<file path="src/include/sasl_pkg.sv">
`default_nettype none
package sasl_pkg;

  // register port geometry
  localparam int unsigned ADDR_W = 8;
  localparam int unsigned DATA_W = 32;

  // register offsets
  localparam logic [7:0] SYS_CTRL_OFS = 8'h80;
  localparam logic [7:0] MF_ROUTE_OFS = 8'h8C;
  localparam logic [7:0] FUNC_PM_OFS = 8'hA0;
  localparam logic [7:0] AUX_STAT_OFS = 8'hA4;

  // reset values
  localparam logic [31:0] SYS_CTRL_RST = 32'h0000_0000;
  localparam logic [31:0] MF_ROUTE_RST = 32'h0000_0000;
  localparam logic [5:0] FUNC_PM_RST = 6'h00;

  // system control fields
  localparam int unsigned OSC_EN_BIT = 27;

  // multifunction routing fields: 3-bit code per terminal, 4-bit stride
  localparam int unsigned MF_NUM = 8;
  localparam int unsigned MF_FLD_W = 3;
  localparam int unsigned MF_FLD_STRIDE = 4;
  localparam logic [2:0] MF_CODE_SLEEP = 3'h4;
  localparam logic [2:0] MF_CODE_LED0 = 3'h5;
  localparam logic [2:0] MF_CODE_LED1 = 3'h6;
  // terminals 7, 6, 2 and 1 may carry the sleep status
  localparam logic [7:0] MF_SLEEP_OK = 8'hC6;

  // function power management fields
  localparam int unsigned FUNC_PM_W = 6;
  localparam int unsigned PM_F0_LSB = 0;
  localparam int unsigned PM_F1_LSB = 2;
  localparam int unsigned PM_W = 2;
  localparam int unsigned PME0_BIT = 4;
  localparam int unsigned PME1_BIT = 5;
  localparam logic [1:0] PM_STATE_D3 = 2'h3;

  // status register bits
  localparam int unsigned STAT_SLEEP_BIT = 0;
  localparam int unsigned STAT_LED0_BIT = 1;
  localparam int unsigned STAT_LED1_BIT = 2;
  localparam int unsigned STAT_OSC_EN_BIT = 3;
  localparam int unsigned STAT_OSC_LVL_BIT = 4;
  localparam int unsigned STAT_CARD_SPEAKER_IN_BIT = 5;

  // timing
  localparam int unsigned CLK_HZ = 20_000_000;
  localparam int unsigned OSC_HZ = 16_000;
  localparam int unsigned OSC_HALF_CYC = CLK_HZ / (2 * OSC_HZ);
  localparam int unsigned LED_HOLD_MS = 64;
  localparam int unsigned LED_HOLD_CYC = (CLK_HZ / 1000) * LED_HOLD_MS;

  localparam int unsigned SOCK_NUM = 2;

  typedef enum logic {
    SASL_LED_IDLE,
    SASL_LED_HOLD
  } sasl_led_e;

  // per-socket card signals
  typedef struct packed {
    logic [1:0] card_is_cb;
    logic [1:0] card_io16;
    logic [1:0] battery_detect_two;
  } sasl_sock_s;

endpackage
`default_nettype wire

</file>
<file path="src/hw/sasl_ring_osc.sv">
`timescale 1ns/100ps
`default_nettype none
module sasl_ring_osc
  import sasl_pkg::*;
#(
  parameter int unsigned HALF_CYC = OSC_HALF_CYC,
  parameter int unsigned CNT_W = $clog2(HALF_CYC + 1)
) (
  // clock and reset
  input wire logic clk_i,
  input wire logic rst_n_i,
  // control
  input wire logic en_i,
  // oscillator level
  output logic osc_o
);

  typedef struct packed {
    logic [CNT_W-1:0] cnt;
    logic level;
  } sasl_osc_s;

  localparam logic [CNT_W-1:0] LAST = CNT_W'(HALF_CYC - 1);

  sasl_osc_s st_ff;
  sasl_osc_s nxt_st;

  always_comb begin
    nxt_st = st_ff;
    if (!en_i) begin
      // parked low so the pin shows a clean level when stopped
      nxt_st.cnt = '0;
      nxt_st.level = 1'b0;
    end else if (st_ff.cnt == LAST) begin
      nxt_st.cnt = '0;
      nxt_st.level = ~st_ff.level;
    end else begin
      nxt_st.cnt = st_ff.cnt + 1'b1;
    end
  end

  always_ff @(posedge clk_i or negedge rst_n_i) begin
    if (!rst_n_i) begin
      st_ff <= '0;
    end else begin
      st_ff <= nxt_st;
    end
  end

  assign osc_o = st_ff.level;

endmodule
`default_nettype wire

</file>
<file path="src/hw/sasl_led_hold.sv">
`timescale 1ns/100ps
`default_nettype none
module sasl_led_hold
  import sasl_pkg::*;
#(
  parameter int unsigned HOLD_CYC = LED_HOLD_CYC,
  parameter int unsigned CNT_W = $clog2(HOLD_CYC + 1)
) (
  // clock and reset
  input wire logic clk_i,
  input wire logic rst_n_i,
  // events
  input wire logic access_i,
  input wire logic cutoff_i,
  // indicator
  output logic led_o
);

  typedef struct packed {
    sasl_led_e state;
    logic [CNT_W-1:0] cnt;
    logic led;
  } sasl_hold_s;

  localparam logic [CNT_W-1:0] RELOAD = CNT_W'(HOLD_CYC - 1);

  sasl_hold_s st_ff;
  sasl_hold_s nxt_st;

  always_comb begin
    nxt_st = st_ff;
    case (st_ff.state)
      SASL_LED_IDLE: begin
        if (access_i) begin
          nxt_st.state = SASL_LED_HOLD;
          nxt_st.cnt = RELOAD;
        end
      end
      SASL_LED_HOLD: begin
        if (access_i) begin
          nxt_st.cnt = RELOAD;
        end else if (st_ff.cnt == '0) begin
          nxt_st.state = SASL_LED_IDLE;
        end else begin
          nxt_st.cnt = st_ff.cnt - 1'b1;
        end
      end
      default: begin
        nxt_st.state = SASL_LED_IDLE;
        nxt_st.cnt = '0;
      end
    endcase
    if (cutoff_i) begin
      nxt_st.state = SASL_LED_IDLE;
      nxt_st.cnt = '0;
    end
    nxt_st.led = (nxt_st.state == SASL_LED_HOLD);
  end

  always_ff @(posedge clk_i or negedge rst_n_i) begin
    if (!rst_n_i) begin
      st_ff <= '{state: SASL_LED_IDLE, cnt: '0, led: 1'b0};
    end else begin
      st_ff <= nxt_st;
    end
  end

  assign led_o = st_ff.led;

endmodule
`default_nettype wire

</file>
<file path="src/hw/sasl_top.sv">
`timescale 1ns/100ps
`default_nettype none
module sasl_top
  import sasl_pkg::*;
#(
  parameter int unsigned LED_HOLD_CYCLES = LED_HOLD_CYC,
  parameter int unsigned OSC_HALF_CYCLES = OSC_HALF_CYC
) (
  // clock and reset
  input wire logic CLOCK_I,
  input wire logic NRST_I,
  // register port
  input wire logic [ADDR_W-1:0] ADDR_I,
  input wire logic [DATA_W-1:0] WDATA_I,
  input wire logic WR_I,
  input wire logic RD_I,
  output logic [DATA_W-1:0] RDATA_O,
  // socket side
  input wire sasl_sock_s SOCK_I,
  input wire logic [SOCK_NUM-1:0] SOCK_ACCESS_I,
  // power management events
  input wire logic SUSPEND_I,
  input wire logic CLKRUN_STOP_I,
  // power switch clock pin
  input wire logic CLK_PIN_I,
  output logic CLK_PIN_O,
  output logic CLK_PIN_OE_O,
  output logic SOCK_TIMING_CLK_O,
  // board outputs
  output logic SPEAKER_OUT_O,
  output logic [MF_NUM-1:0] MULTIFUNCTION_PIN_O,
  output logic [MF_NUM-1:0] MULTIFUNCTION_PIN_OE_O
);

  typedef struct packed {
    logic [DATA_W-1:0] sys_ctrl;
    logic [DATA_W-1:0] mf_route;
    logic [FUNC_PM_W-1:0] func_pm;
    logic [DATA_W-1:0] rdata;
    logic sleep_status_n;
    logic speaker_out;
    logic [MF_NUM-1:0] mf_out;
    logic [MF_NUM-1:0] mf_oe;
    logic clk_pin_out;
    logic clk_pin_oe;
    logic timing_clk;
  } sasl_top_s;

  localparam sasl_top_s TOP_RST = '{
    sys_ctrl: SYS_CTRL_RST,
    mf_route: MF_ROUTE_RST,
    func_pm: FUNC_PM_RST,
    rdata: '0,
    sleep_status_n: 1'b1,
    speaker_out: 1'b0,
    mf_out: '0,
    mf_oe: '0,
    clk_pin_out: 1'b0,
    clk_pin_oe: 1'b0,
    timing_clk: 1'b0
  };

  sasl_top_s st_ff;
  sasl_top_s nxt_st;

  logic osc_en;
  logic osc_level;
  logic led_cutoff;
  logic [SOCK_NUM-1:0] led_q;
  logic [SOCK_NUM-1:0] card_audio;
  logic both_d3;
  logic wake_en;
  logic [MF_FLD_W-1:0] mf_code [MF_NUM];
  logic [DATA_W-1:0] status_word;

  assign osc_en = st_ff.sys_ctrl[OSC_EN_BIT];

  sasl_ring_osc #(
    .HALF_CYC(OSC_HALF_CYCLES)
  ) u_ring_osc (
    .clk_i(CLOCK_I),
    .rst_n_i(NRST_I),
    .en_i(osc_en),
    .osc_o(osc_level)
  );

  assign led_cutoff = SUSPEND_I | CLKRUN_STOP_I;

  // hold counters on the bus clock
  for (genvar s = 0; s < SOCK_NUM; s++) begin : g_led
    sasl_led_hold #(
      .HOLD_CYC(LED_HOLD_CYCLES)
    ) u_led_hold (
      .clk_i(CLOCK_I),
      .rst_n_i(NRST_I),
      .access_i(SOCK_ACCESS_I[s]),
      .cutoff_i(led_cutoff),
      .led_o(led_q[s])
    );
    assign card_audio[s] = SOCK_I.battery_detect_two[s] & (SOCK_I.card_io16[s] | SOCK_I.card_is_cb[s]);
  end

  for (genvar m = 0; m < MF_NUM; m++) begin : g_mf_code
    assign mf_code[m] = st_ff.mf_route[m*MF_FLD_STRIDE +: MF_FLD_W];
  end

  assign both_d3 = (st_ff.func_pm[PM_F0_LSB +: PM_W] == PM_STATE_D3)
                 & (st_ff.func_pm[PM_F1_LSB +: PM_W] == PM_STATE_D3);
  assign wake_en = st_ff.func_pm[PME0_BIT] | st_ff.func_pm[PME1_BIT];

  always_comb begin
    status_word = '0;
    status_word[STAT_SLEEP_BIT] = ~st_ff.sleep_status_n;
    status_word[STAT_LED0_BIT] = led_q[0];
    status_word[STAT_LED1_BIT] = led_q[1];
    status_word[STAT_OSC_EN_BIT] = osc_en;
    status_word[STAT_OSC_LVL_BIT] = osc_level;
    status_word[STAT_CARD_SPEAKER_IN_BIT] = st_ff.speaker_out;
  end

  always_comb begin
    nxt_st = st_ff;

    // register writes
    if (WR_I) begin
      case (ADDR_I)
        SYS_CTRL_OFS: begin
          nxt_st.sys_ctrl = WDATA_I;
        end
        MF_ROUTE_OFS: begin
          nxt_st.mf_route = WDATA_I;
        end
        FUNC_PM_OFS: begin
          nxt_st.func_pm = WDATA_I[FUNC_PM_W-1:0];
        end
        default: begin
        end
      endcase
    end

    // read data stand for one cycle only; unmapped reads give zero
    nxt_st.rdata = '0;
    if (RD_I) begin
      case (ADDR_I)
        SYS_CTRL_OFS: begin
          nxt_st.rdata = st_ff.sys_ctrl;
        end
        MF_ROUTE_OFS: begin
          nxt_st.rdata = st_ff.mf_route;
        end
        FUNC_PM_OFS: begin
          nxt_st.rdata = {{(DATA_W-FUNC_PM_W){1'b0}}, st_ff.func_pm};
        end
        AUX_STAT_OFS: begin
          nxt_st.rdata = status_word;
        end
        default: begin
          nxt_st.rdata = '0;
        end
      endcase
    end

    nxt_st.sleep_status_n = ~(both_d3 & wake_en);

    nxt_st.speaker_out = ^card_audio;

    // pin direction follows the enable; oscillator drives it only as output
    nxt_st.clk_pin_oe = osc_en;
    nxt_st.clk_pin_out = osc_en & osc_level;
    // timing source divided from the bus clock, not the external clock, when enabled
    nxt_st.timing_clk = osc_en ? osc_level : CLK_PIN_I;

    for (int m = 0; m < MF_NUM; m++) begin
      nxt_st.mf_out[m] = 1'b0;
      nxt_st.mf_oe[m] = 1'b0;
      if ((mf_code[m] == MF_CODE_SLEEP) && MF_SLEEP_OK[m]) begin
        nxt_st.mf_oe[m] = 1'b1;
        nxt_st.mf_out[m] = nxt_st.sleep_status_n;
      end
      if (mf_code[m] == MF_CODE_LED0) begin
        nxt_st.mf_oe[m] = 1'b1;
        nxt_st.mf_out[m] = led_q[0];
      end
      if (mf_code[m] == MF_CODE_LED1) begin
        nxt_st.mf_oe[m] = 1'b1;
        nxt_st.mf_out[m] = led_q[1];
      end
    end
  end

  always_ff @(posedge CLOCK_I or negedge NRST_I) begin
    if (!NRST_I) begin
      st_ff <= TOP_RST;
    end else begin
      st_ff <= nxt_st;
    end
  end

  assign RDATA_O = st_ff.rdata;
  assign CLK_PIN_O = st_ff.clk_pin_out;
  assign CLK_PIN_OE_O = st_ff.clk_pin_oe;
  assign SOCK_TIMING_CLK_O = st_ff.timing_clk;
  assign SPEAKER_OUT_O = st_ff.speaker_out;
  assign MULTIFUNCTION_PIN_O = st_ff.mf_out;
  assign MULTIFUNCTION_PIN_OE_O = st_ff.mf_oe;

endmodule
`default_nettype wire

</file>
<file path="config.mk">
export PLATFORM = sky130hd
export DESIGN_NAME = sasl_top
export DESIGN_NICKNAME = d
export VERILOG_FILES = /design/src/include/sasl_pkg.sv /design/src/hw/sasl_ring_osc.sv /design/src/hw/sasl_led_hold.sv /design/src/hw/sasl_top.sv
export SDC_FILE = /design/constraint.sdc
export NUM_CORES = 1
export LEC_CHECK = 0
export BUFFER_PORTS_ARGS = -buffer_cell sky130_fd_sc_hd__buf_2
export CORE_MARGIN = 1.5
export CORE_UTILIZATION = 50
export CTS_CLUSTER_SIZE = 14
export DETAILED_ROUTE_END_ITERATION = 16
export PLACE_DENSITY = 0.81
export REMOVE_ABC_BUFFERS = 1
export SETUP_SLACK_MARGIN = 0.5
export SYNTH_ARGS = -nofsm -noshare
export SYNTH_HDL_FRONTEND = slang
export SYNTH_SLANG_ARGS = --single-unit
</file>
<file path="constraint.sdc">
create_clock -name CLOCK_I -period 5 [get_ports CLOCK_I]
set_input_delay 0.25 -clock CLOCK_I [delete_from_list [all_inputs] [get_ports CLOCK_I]]
set_output_delay 0.25 -clock CLOCK_I [all_outputs]
set_load 0.02 [all_outputs]
</file>
==> results of run 1 <==
## power breakdown
group,internal [mW],switching (mW)
combinational,0.0946,0.137
sequential,1.49,0.0420
clock,0.722,0.572
## sequential cells by signal, summed over array words and instances, names as in the netlist
register	flops
st_ff	46
g_led.u_led_hold.st_ff	44
RDATA_O	32
mf_code	24
u_ring_osc.st_ff	10
MULTIFUNCTION_PIN_OE_O	8
MULTIFUNCTION_PIN_O	8
CLK_PIN_O	1
CLK_PIN_OE_O	1
SOCK_TIMING_CLK_O	1
SPEAKER_OUT_O	1
nxt_st	1
u_ring_osc.osc_o	1
## synthesized netlist by cell type (all sizes together) (2+ instances only)
library cell / count
a211oi: 2
a21boi: 8
a21oi: 42
a222oi: 6
a22oi: 26
a31oi: 4
and2: 11
and4: 2
buf: 60
clkbuf: 19
dfrtp: 177
ha: 4
inv: 13
mux2: 71
mux2i: 5
nand2: 23
nand2b: 2
nand3: 6
nand3b: 9
nand4: 4
nor2: 55
nor3: 11
nor4: 10
nor4b: 2
o211ai: 3
o21a: 8
o21ai: 13
o22ai: 4
o31a: 6
o31ai: 6
or2: 4
or3: 18
or4: 13
or4b: 2
xnor2: 19
xor2: 16
## metrics by stage
| stage | util (%) | std cells | total power, mW | instance area, µm² |
|---|---|---|---|---|
| after global routing | 57.1 | 978 | 3.16 | 9030 |
| after global placement | 53.4 | 945 | 1.78 | 8450 |
| after floorplan | - | 615 | 1.68 | 7560 |
| final | 57.1 | 978 | 3.05 | 9030 |
| after CTS | 57.1 | 978 | 3.07 | 9030 |
| after detailed placement | 53.4 | 945 | 1.79 | 8450 |
## final cells by class
type	instances	share of cell area (%)
Tap cell	216	2.99
Clock inverter	12	1.34
Sequential cell	178	49.3
Clock buffer	20	5.06
Timing Repair Buffer	115	6.72
Inverter	13	0.540
Multi-Input combinational cell	424	34.0
## layer usage
layer	wire length [µm]	share of wire (%)	GRT usage [%]	up-vias
li1	-	-	-	2542
met1	7550	46	27.5	2663
met5	0	0	0	-
met3	734	4.5	4.63	28
met4	430	2.6	9.02	0
met2	7650	47	31.3	150
## cells by family (layout without fill, tap and decap cells)
kind of cell | Yosys count | count (layout)
compound gates | 133 | 133
xor+xnor | 35 | 35
fa+ha+maj | 4 | 4
buf+inv | 92 | 160
flops | 178 | 178
mux | 76 | 76
simple gates | 176 | 176
## timing repair
item,CTS,global route
endpoints found under the hold margin,68,0
setup buffers,0,0
hold buffers,1,0
## critical path, cell delays in order (launching register included)
cell       delay [ns]
dfrtp_1          0.40
inv_1            0.10
ha_1             0.18
or4b_4           0.50
or4_4            0.61
o2111ai_4        0.41
nor4_1           0.08
o31a_1           0.29
## worst paths after layout
check,startpoint,endpoint,slack [ns],cells after the start
setup / recovery,g_led[0].u_led_hold.st_ff[1],g_led[0].u_led_hold.st_ff[10],2.31,7
hold / removal,CLK_PIN_I,SOCK_TIMING_CLK_O,0.04,2
setup reg to reg,g_led[0].u_led_hold.st_ff[1],g_led[0].u_led_hold.st_ff[10],2.31,7
hold reg to reg,u_ring_osc.st_ff[1],u_ring_osc.st_ff[1],0.49,1
max in group asynchronous,NRST_I,mf_code[11],3.40,3
min in group asynchronous,NRST_I,MULTIFUNCTION_PIN_O[6],0.38,2
==> summary.md, run 1 <==
| Metric | Value |
|---|---|
| Status | finished, final reports clean |
| CTS clk-pin slew, worst paths | 0.07 ns |
| Routed via count | 5383 |
| Dpl ws | 2.33 ns |
| Starting density of the core | 50.9% |
| Number of port buffers | 106 |
| WP data arrival | 3.01 ns |
| Setup_tns | 0 ns |
| Area share of the largest cell type after synthesis | 55.0% |
| Leak pwr | 4.27 nW |
| Skew final | 0.00909 ns |
| First-pass GRT wire length | 26.1 mm |
| Ys flop type | dfrtp_1 |
| Area leader, netlist | dfrtp_1 |
| Core footprint | 15800 µm² |
| CP Launch Type | register |
| Antenna Cells | 0 |
| Synth Area in Simple Gates | 11.8% |
| Post-synth ARST share | 100% |
| Slew Limit Fails | 0 |
| CTS buffer count | 17 |
| Final WS setup | 2.31 ns |
| Vert. Die Dim | 130 µm |
| Seq/Total Area, Yosys | 55.3% |
| HPWL after detailed placement | 10.6 mm |
| Adder-Cell Fraction of Synth Area | 0.621% |
| Yosys reg bits | 178 |
| Max cap viols | 0 |
| RSZ-0062 raised after global routing | false |
| Tightest Pin Transition | 0.871 ns |
| Mux cell area share after synthesis | 10.5% |
| Post-cts resize count | 0 |
| H-tree Lvls | 4 |
| WL/cell | 16.7 µm |
| Die area | 16900 µm² |
| Synth Area in XOR/XNOR | 3.81% |
| Routability cong. | 0.803 |
| Required time worst endpoint | 5.32 ns |
| Complex-gate fraction of the synthesized area | 11.2% |
| Most frequent cells in the layout | dfrtp_1, buf_2, mux2_2 |
| Max Clk Rate | 0.372 GHz |
| Initial antenna violation count | 0 |
| # IOs | 107 |
| Largest net degree at the start of global routing | 72 |
| Largest cells by area after synthesis | dfrtp_1, mux2_2, buf_4, a21oi_1, nor2_1 |
| Reg area | 4460 µm² |
| DR iter-0 viols | 388 |
| FILL cells | 1318 |
| Peak supply drop | 274 µV |
| Std cell rows | 46 |
| Hold Crit Class | in -> reg |
| Most common cell after layout, fill and taps aside | dfrtp_1 |
| CTS tree | yes |
| Worst-skew pair later-pin latency | 0.43 ns |
| Number of global-route vias before repair | 5153 |
| Final hold violation count | 0 |
| Final Cycle Share | 53.7% |
| Final Routed Wirelength | 16.4 mm |
| Avg Cell Area, Syn | 11.6 µm² |
| Layout net count | 808 |
| Area of the multi-input gates | 3070 µm² |
| Final min period | 2.69 ns |
| CTS sink count | 178 |
| Main combinational cell family by area after synthesis | simple AND/OR/NAND/NOR gates |
| Post-synthesis instance total | 694 |
| Residual DRC count | 0 |
| Synth unique cells | 54 |
| Crit Path Class | reg -> reg |
| Power density cells | 338 nW/µm² |
| Syn Std Cell Area | 8060 µm² |
| Synth warn | 0 |
| Total GRT Usage | 20.3% |
| Die X | 130 µm |
| Area Growth Syn to Fin | 12.1% |
| Post-route ant nets | 0 |
| Clk buf depth | 2 |
| Critical Path End Type | register |
| Post-synth EDFFs | 0 |
| Vias/cell | 5.50 |
| Hold WS | 0.0440 ns |
| Pre-antenna DRT Iters | 8 |
| Gr ovfl total | 0 |
| Setup violators final | 0 |
| Root Driver | clkbuf_16 |
| Share of layout cells above drive strength 1 | 30.3% |
| Worst relative slew slack | 41.7% |
| Critical path fanouts, max | 15 |
Power figures use the tool's default switching activity.
==> run 2, diff against run 1 <==
==> constraint.sdc (replaced) <==
create_clock -name CLOCK_I -period 2.5 [get_ports CLOCK_I]
set_input_delay 0.125 -clock CLOCK_I [delete_from_list [all_inputs] [get_ports CLOCK_I]]
set_output_delay 0.125 -clock CLOCK_I [all_outputs]
set_load 0.02 [all_outputs]
==> run 2 against run 1 <==
Net effect: total power rose by 110%; fmax rose by 11%; sequential cell count did not move; count of clock-buffer cells in the layout fell by 2; combinational power rose to 3.2 times the previous value; critical path depth rose by 1; design area rose by 13%; non-clock buffer count rose by 89; critical path type unchanged; highest routed layer unchanged.
==> summary.md, run 2 (same netlist as run 1, synthesis figures left out) <==
| Metric | Value |
|---|---|
| Status | finished, final reports clean |
| Share of layout cells above drive strength 1 | 39.3% (+9.0 points) |
| Total power | 6.28 mW (+110%) |
| Std cell rows | 46 (unchanged) |
| Max Clk Rate | 0.413 GHz (+11%) |
| CTS clk-pin slew, worst paths | 0.07 ns (about the same) |
| Worst relative slew slack | 33.7% (-8.0 points) |
| Peak supply drop | 498 µV (+82%) |
| CTS sink count | 178 (unchanged) |
| Final hold violation count | 0 (unchanged) |
| Total GRT Usage | 22.8% (+2.5 points) |
| Final Cycle Share | 96.8% (+43 points) |
| Slew Limit Fails | 0 (unchanged) |
| RSZ-0062 raised after global routing | true |
| Critical path cell sequence | inv_2 -> ha_4 -> or4b_4 -> or4_4 -> o2111ai_4 -> buf_6 -> or4_1 -> a31oi_1 |
| Die area | 16900 µm² (unchanged) |
| Max reg flops | 46 (unchanged) |
| Most common cell after layout, fill and taps aside | dfrtp_1 |
| Routability cong. | 0.913 (+14%) |
| Largest net degree at the start of global routing | 78 (+8.3%) |
| CTS buffer count | 17 (unchanged) |
| Die X | 130 µm (unchanged) |
| Starting density of the core | 50.9% (unchanged) |
| Final WS setup | 0.0789 ns (-2.23 ns) |
| HPWL after detailed placement | 11.1 mm (+4.9%) |
| Number of global-route vias before repair | 5923 (+15%) |
| Final Routed Wirelength | 19.2 mm (+17%) |
| Critical path fanouts, max | 6 (-9) |
| H-tree Lvls | 4 (unchanged) |
| DR iter-0 viols | 438 (+13%) |
| Critical Path End Type | register |
| Clk buf depth | 2 (unchanged) |
| Max cap viols | 0 (unchanged) |
| Worst-skew pair later-pin latency | 0.43 ns (about the same) |
| Routed via count | 5957 (+11%) |
| WL/cell | 18.0 µm (+7.4%) |
| Leak pwr | 4.74 nW (+11%) |
| Dpl ws | 0.00395 ns (-2.32 ns) |
| Root Driver | clkbuf_16 |
| Required time worst endpoint | 2.81 ns (-2.51 ns) |
| Antenna Cells | 0 (unchanged) |
| Biggest register | st_ff |
| Crit path max-delay family | simple AND/OR/NAND/NOR gates |
| Most frequent cells in the layout | dfrtp_1, buf_2, mux2_2 |
| Initial antenna violation count | 0 (unchanged) |
| WP data arrival | 2.73 ns (-0.28 ns) |
| Residual DRC count | 0 (unchanged) |
| Critical path buffers and inverters | 2 (+1) |
| CTS tree | yes |
| Vias/cell | 5.59 (+1.5%) |
| Tightest Pin Transition | 0.984 ns (+0.113 ns) |
| Crit Path Class | reg -> reg |
| Hold Crit Class | in -> reg |
| Vert. Die Dim | 130 µm (unchanged) |
| Core footprint | 15800 µm² (unchanged) |
| # IOs | 107 (unchanged) |
| Layout net count | 897 (+11%) |
| Area Growth Syn to Fin | 26.5% |
| Number of port buffers | 106 (unchanged) |
| Post-route ant nets | 0 (unchanged) |
| Power density cells | 617 nW/µm² (+83%) |
| Pre-antenna DRT Iters | 6 (-2) |
| Skew final | 0.00890 ns (-0.000181 ns) |
| Max incr delay on CP | 0.55 ns (-0.06 ns) |
| Setup violators final | 0 (unchanged) |
| Gr ovfl total | 0 (unchanged) |
| Worst path slowest cell | or4_4 |
| First-pass GRT wire length | 29.5 mm (+13%) |
| Final min period | 2.42 ns (-0.266 ns) |
| CP Launch Type | register |
run 2: final timing paths:
kind / slack [ns] / endpoint / from / cells after the start
worst max-delay path: 0.08 / g_led[0].u_led_hold.st_ff[18] / g_led[0].u_led_hold.st_ff[1] / 8
worst min-delay path: 0.11 / g_led[0].u_led_hold.st_ff[21] / SOCK_ACCESS_I[0] / 3
worst max register to register: 0.08 / g_led[0].u_led_hold.st_ff[18] / g_led[0].u_led_hold.st_ff[1] / 8
worst min register to register: 0.49 / u_ring_osc.st_ff[1] / u_ring_osc.st_ff[1] / 1
max in group asynchronous: 1.43 / st_ff[107] / NRST_I / 3
min in group asynchronous: 0.28 / MULTIFUNCTION_PIN_O[6] / NRST_I / 2
run 2: cell type report:
class                      count  area (µm²)
timing repair buffer         204        1420
inverter                      13        48.8
multi-input combinational    424        3430
sequential                   178        4460
clock inverter                13         125
tap                          216         270
clock buffer                  18         429
fill                        1107        5640
run 2: timing repair:
| item | 4_1_cts | 5_1_grt |
|---|---|---|
| pin swaps | 37 | 30 |
| hold buffers | 37 | 0 |
| hold endpoints to repair | 145 | 0 |
| setup endpoints to repair | 44 | 44 |
| buffers inserted | 13 | 12 |
| gates resized for setup | 58 | 31 |
run 2: worst min-delay path, cell delays in order:
cell	delay, ns
buf_2	0.19
a21oi_1	0.14
nor2_1	0.05
run 2: per-stage QoR:
stage	util, %	TNS, ns	area [µm²]	std cells	hold slack, ns
2_1_floorplan	-	-163.10	7560	615	-0.171
3_3_place_gp	54.8	0	8680	973	0.187
3_5_place_dp	54.8	0	8680	973	0.192
4_1_cts	62.7	0	9930	1054	0.0963
5_1_grt	64.4	-0.00732	10200	1066	0.115
6_report	64.4	0	10200	1066	0.112
run 2: report_power, final:
group          internal [mW]  switching (mW)
registers               2.97          0.0831
logic                  0.346           0.398
clock network           1.30            1.18
total                   4.62            1.66
run 2: routing by layer:
metal | global-route usage (%) | wire [µm]
met5 | 0 | 0
met4 | 9.22 | 459
met3 | 4.72 | 972
met2 | 39.1 | 9870
met1 | 28.1 | 7860
==> run 3, diff against run 2 <==
--- a/config.mk
+++ b/config.mk
@@ -6,13 +6,13 @@
 export NUM_CORES = 1
 export LEC_CHECK = 0
 export BUFFER_PORTS_ARGS = -buffer_cell sky130_fd_sc_hd__buf_2
-export CORE_MARGIN = 1.5
 export CORE_UTILIZATION = 50
 export CTS_CLUSTER_SIZE = 14
 export DETAILED_ROUTE_END_ITERATION = 16
-export PLACE_DENSITY = 0.81
+export PLACE_DENSITY = 0.8
 export REMOVE_ABC_BUFFERS = 1
 export SETUP_SLACK_MARGIN = 0.5
 export SYNTH_ARGS = -nofsm -noshare
 export SYNTH_HDL_FRONTEND = slang
+export SYNTH_HIERARCHICAL = 1
 export SYNTH_SLANG_ARGS = --single-unit
==> run 3 against run 2 <==
Net effect: total power grew 1.8%; design area is essentially flat; highest routed layer is now met5; critical path type unchanged; non-clock buffer count shrank 26.
==> summary.md, run 3 <==
| Metric | Value |
|---|---|
| Status | finished, final reports clean |
| Placed cells | 989 (+1.6%) |
| WP data arrival | 2.34 ns (-0.39 ns) |
| Peak supply drop | 552 µV (+11%) |
| Setup_tns | 0 ns (unchanged) |
| Synth Area in XOR/XNOR | 2.69% (-1.1 points) |
| DR iter-0 viols | 364 (-17%) |
| Setup violators final | 0 (unchanged) |
| Reg area | 4460 µm² (about the same) |
| Final min period | 2.06 ns (-0.359 ns) |
| Initial antenna violation count | 1 (+1) |
| Most common cell in the synthesized netlist | dfrtp_1 |
| Final Cycle Share | 82.5% (-14 points) |
| CTS tree | yes |
| Post-synth EDFFs | 0 (unchanged) |
| Area share of the largest cell type after synthesis | 52.3% (-2.7 points) |
| Core footprint | 16600 µm² (+4.8%) |
| Yosys reg bits | 178 (unchanged) |
| H-tree Lvls | 4 (unchanged) |
| Die X | 132 µm (+1.7%) |
| HPWL after detailed placement | 11.0 mm (-0.74%) |
| Die area | 17500 µm² (+3.4%) |
| Number of port buffers | 106 (unchanged) |
| Synth unique cells | 59 (+9.3%) |
| Clk buf depth | 2 (unchanged) |
| FILL cells | 1236 (+12%) |
| WL/cell | 17.1 µm (-4.9%) |
| Gr ovfl total | 0 (unchanged) |
| Tightest Pin Transition | 0.883 ns (-0.102 ns) |
| Largest cells by area after synthesis | dfrtp_1, mux2_4, mux2_2, buf_4, nor2_1 |
| Critical Path End Type | register |
| Dpl ws | 0.415 ns (+0.411 ns) |
| R2r startpoint | g_led[0].u_led_hold/st_ff[15] |
| Most frequent cells in the layout | dfrtp_1, buf_2, nor2_1 |
| Mux cell area share after synthesis | 11.6% (+1.1 points) |
| Synth top cells by count | dfrtp_1, nor2_1, buf_4 |
| Root Driver | clkbuf_16 |
| Routability cong. | 0.837 (-8.4%) |
| CP Launch Type | register |
| Worst-skew pair later-pin latency | 0.43 ns (about the same) |
| Total GRT Usage | 21.7% (-1.0 points) |
| Vert. Die Dim | 132 µm (+1.7%) |
| Ys flop type | dfrtp_1 |
| Starting density of the core | 51.0% (+0.16 points) |
| Crit Path Class | reg -> reg |
| Biggest register | st_ff |
| CTS buffer count | 17 (unchanged) |
| Max cap viols | 0 (unchanged) |
| Std cell rows | 47 (+2.2%) |
| Fin util | 61.5% (-2.9 points) |
| Synth Area in Simple Gates | 14.3% (+2.5 points) |
| Number of global-route vias before repair | 5857 (-1.1%) |
| Final Routed Wirelength | 18.4 mm (-3.9%) |
| Final Cell Area | 10200 µm² (about the same) |
| Hold Crit Class | in -> reg |
| Adder-Cell Fraction of Synth Area | 0.591% (-0.030 points) |
| Max Clk Rate | 0.485 GHz (+17%) |
| Final WS setup | 0.438 ns (+0.359 ns) |
| Area of the multi-input gates | 3590 µm² (+4.6%) |
| Pre-antenna DRT Iters | 5 (-1) |
| Crit Reg-Reg Endpoint | g_led[0].u_led_hold/st_ff[6] |
| Seq/Total Area, Yosys | 52.6% (-2.7 points) |
| RSZ-0062 raised after global routing | true |
| Worst path slowest cell | or4_4 |
| Leak pwr | 4.67 nW (-1.4%) |
| Worst relative slew slack | 41.2% (+7.5 points) |
| Complex-gate fraction of the synthesized area | 11.0% (-0.23 points) |
| Critical path fanouts, max | 7 (+1) |
| Final hold violation count | 0 (unchanged) |
| Share of layout cells above drive strength 1 | 34.7% (-4.6 points) |
| Syn Std Cell Area | 8470 µm² (+5.1%) |
| Slew Limit Fails | 0 (unchanged) |
| CTS clk-pin slew, worst paths | 0.06 ns (about the same) |
| Power density cells | 627 nW/µm² (+1.7%) |
| First-pass GRT wire length | 29.7 mm (+0.77%) |
| Largest net degree at the start of global routing | 99 (+27%) |
| Post-synth ARST share | 100% (unchanged) |
| Routed via count | 6029 (+1.2%) |
| Synth warn | 6 (+6) |
| Skew final | 0.0108 ns (+0.00193 ns) |
| Post-placement cell area | 8880 µm² (+2.3%) |
| Main combinational cell family by area after synthesis | simple AND/OR/NAND/NOR gates |
| Hold WS | 0.0605 ns (-0.0513 ns) |
| Area Growth Syn to Fin | 20.4% |
| Register-to-Register Path Depth | 5 (-3) |
| Residual DRC count | 0 (unchanged) |
| Max incr delay on CP | 0.59 ns (+0.04 ns) |
| # IOs | 107 (unchanged) |
| Required time worst endpoint | 2.78 ns (-0.03 ns) |
| Post-route ant nets | 0 (unchanged) |
| Hold path start | SOCK_ACCESS_I[0] |
| Avg Cell Area, Syn | 11.7 µm² (+0.46%) |
| Most common cell after layout, fill and taps aside | dfrtp_1 |
| Vias/cell | 5.59 (about the same) |
| R2R setup slack | 0.44 ns (+0.36 ns) |
| Post-synthesis instance total | 726 (+4.6%) |
| Layout net count | 904 (+0.78%) |
| Critical path cell sequence | or3_4 -> or4_4 -> o211ai_4 -> or3_1 -> a31oi_1 |
| Worst hold endpoint | g_led[0].u_led_hold/st_ff[3] |
| Area leader, netlist | dfrtp_1 |
| Max reg flops | 46 (unchanged) |
| Hold Path Cell Cnt | 3 (unchanged) |
| CTS sink count | 178 (unchanged) |
| Total power | 6.39 mW (+1.8%) |
| Antenna Cells | 0 (unchanged) |
| Fin cells | 1078 (+1.1%) |
## run 3: worst max-delay path by stage
| stage | start | end | depth (start not counted) |
|---|---|---|---|
| 2_1_floorplan | ADDR_I[2] | mf_code[21] | 3 |
| 3_3_place_gp | g_led[1].u_led_hold/st_ff[19] | g_led[1].u_led_hold/st_ff[10] | 5 |
| 3_5_place_dp | g_led[1].u_led_hold/st_ff[19] | g_led[1].u_led_hold/st_ff[10] | 5 |
| 4_1_cts | g_led[0].u_led_hold/st_ff[19] | g_led[0].u_led_hold/st_ff[6] | 5 |
| 5_1_grt | g_led[0].u_led_hold/st_ff[19] | g_led[0].u_led_hold/st_ff[6] | 5 |
| 6_report | g_led[0].u_led_hold/st_ff[15] | g_led[0].u_led_hold/st_ff[6] | 5 |
## run 3: critical path, delay by kind of cell, from the launching register on
kind	cells	cell delay, ns
DFF	1	0.41
AOI/OAI and AO/OA	2	0.34
and+or+nand+nor	3	1.17
## run 3: cells by family after synthesis
family / after synthesis
buffers and inverters: 98
adder cells (fa/ha/maj): 4
AND/OR/NAND/NOR: 202
multiplexers: 78
XOR/XNOR: 26
AO/OA/AOI/OAI: 140
flip-flops: 178
## run 3: routing by layer
| metal | global-route usage [%] | routed length [µm] | vias up |
|---|---|---|---|
| met5 | 0 | 13 | - |
| met4 | 7.11 | 276 | 2 |
| li1 | - | - | 2818 |
| met1 | 29.3 | 8290 | 2994 |
| met3 | 4.73 | 913 | 27 |
| met2 | 35.0 | 8930 | 188 |
## run 3: final cells by class
class / count / share of cell area (%)
flip-flops and latches: 178 / 43.7
inverters: 19 / 0.700
clock inverters: 12 / 1.44
repair buffers: 178 / 11.8
well taps: 220 / 2.70
multi-input cells: 451 / 35.2
clock buffers: 20 / 4.38
## run 3: what timing repair did
action | in CTS | in global routing
hold buffers | 36 | 0
pin swaps | 7 | 11
cloned | 0 | 1
hold endpoints to repair | 165 | 0
gates resized for setup | 15 | 24
setup endpoints to repair | 25 | 30
buffers inserted | 11 | 9
## run 3: where the power goes
part	internal (mW)	switching, mW
clock network	1.52	1.13
registers	2.97	0.0915
logic	0.306	0.376
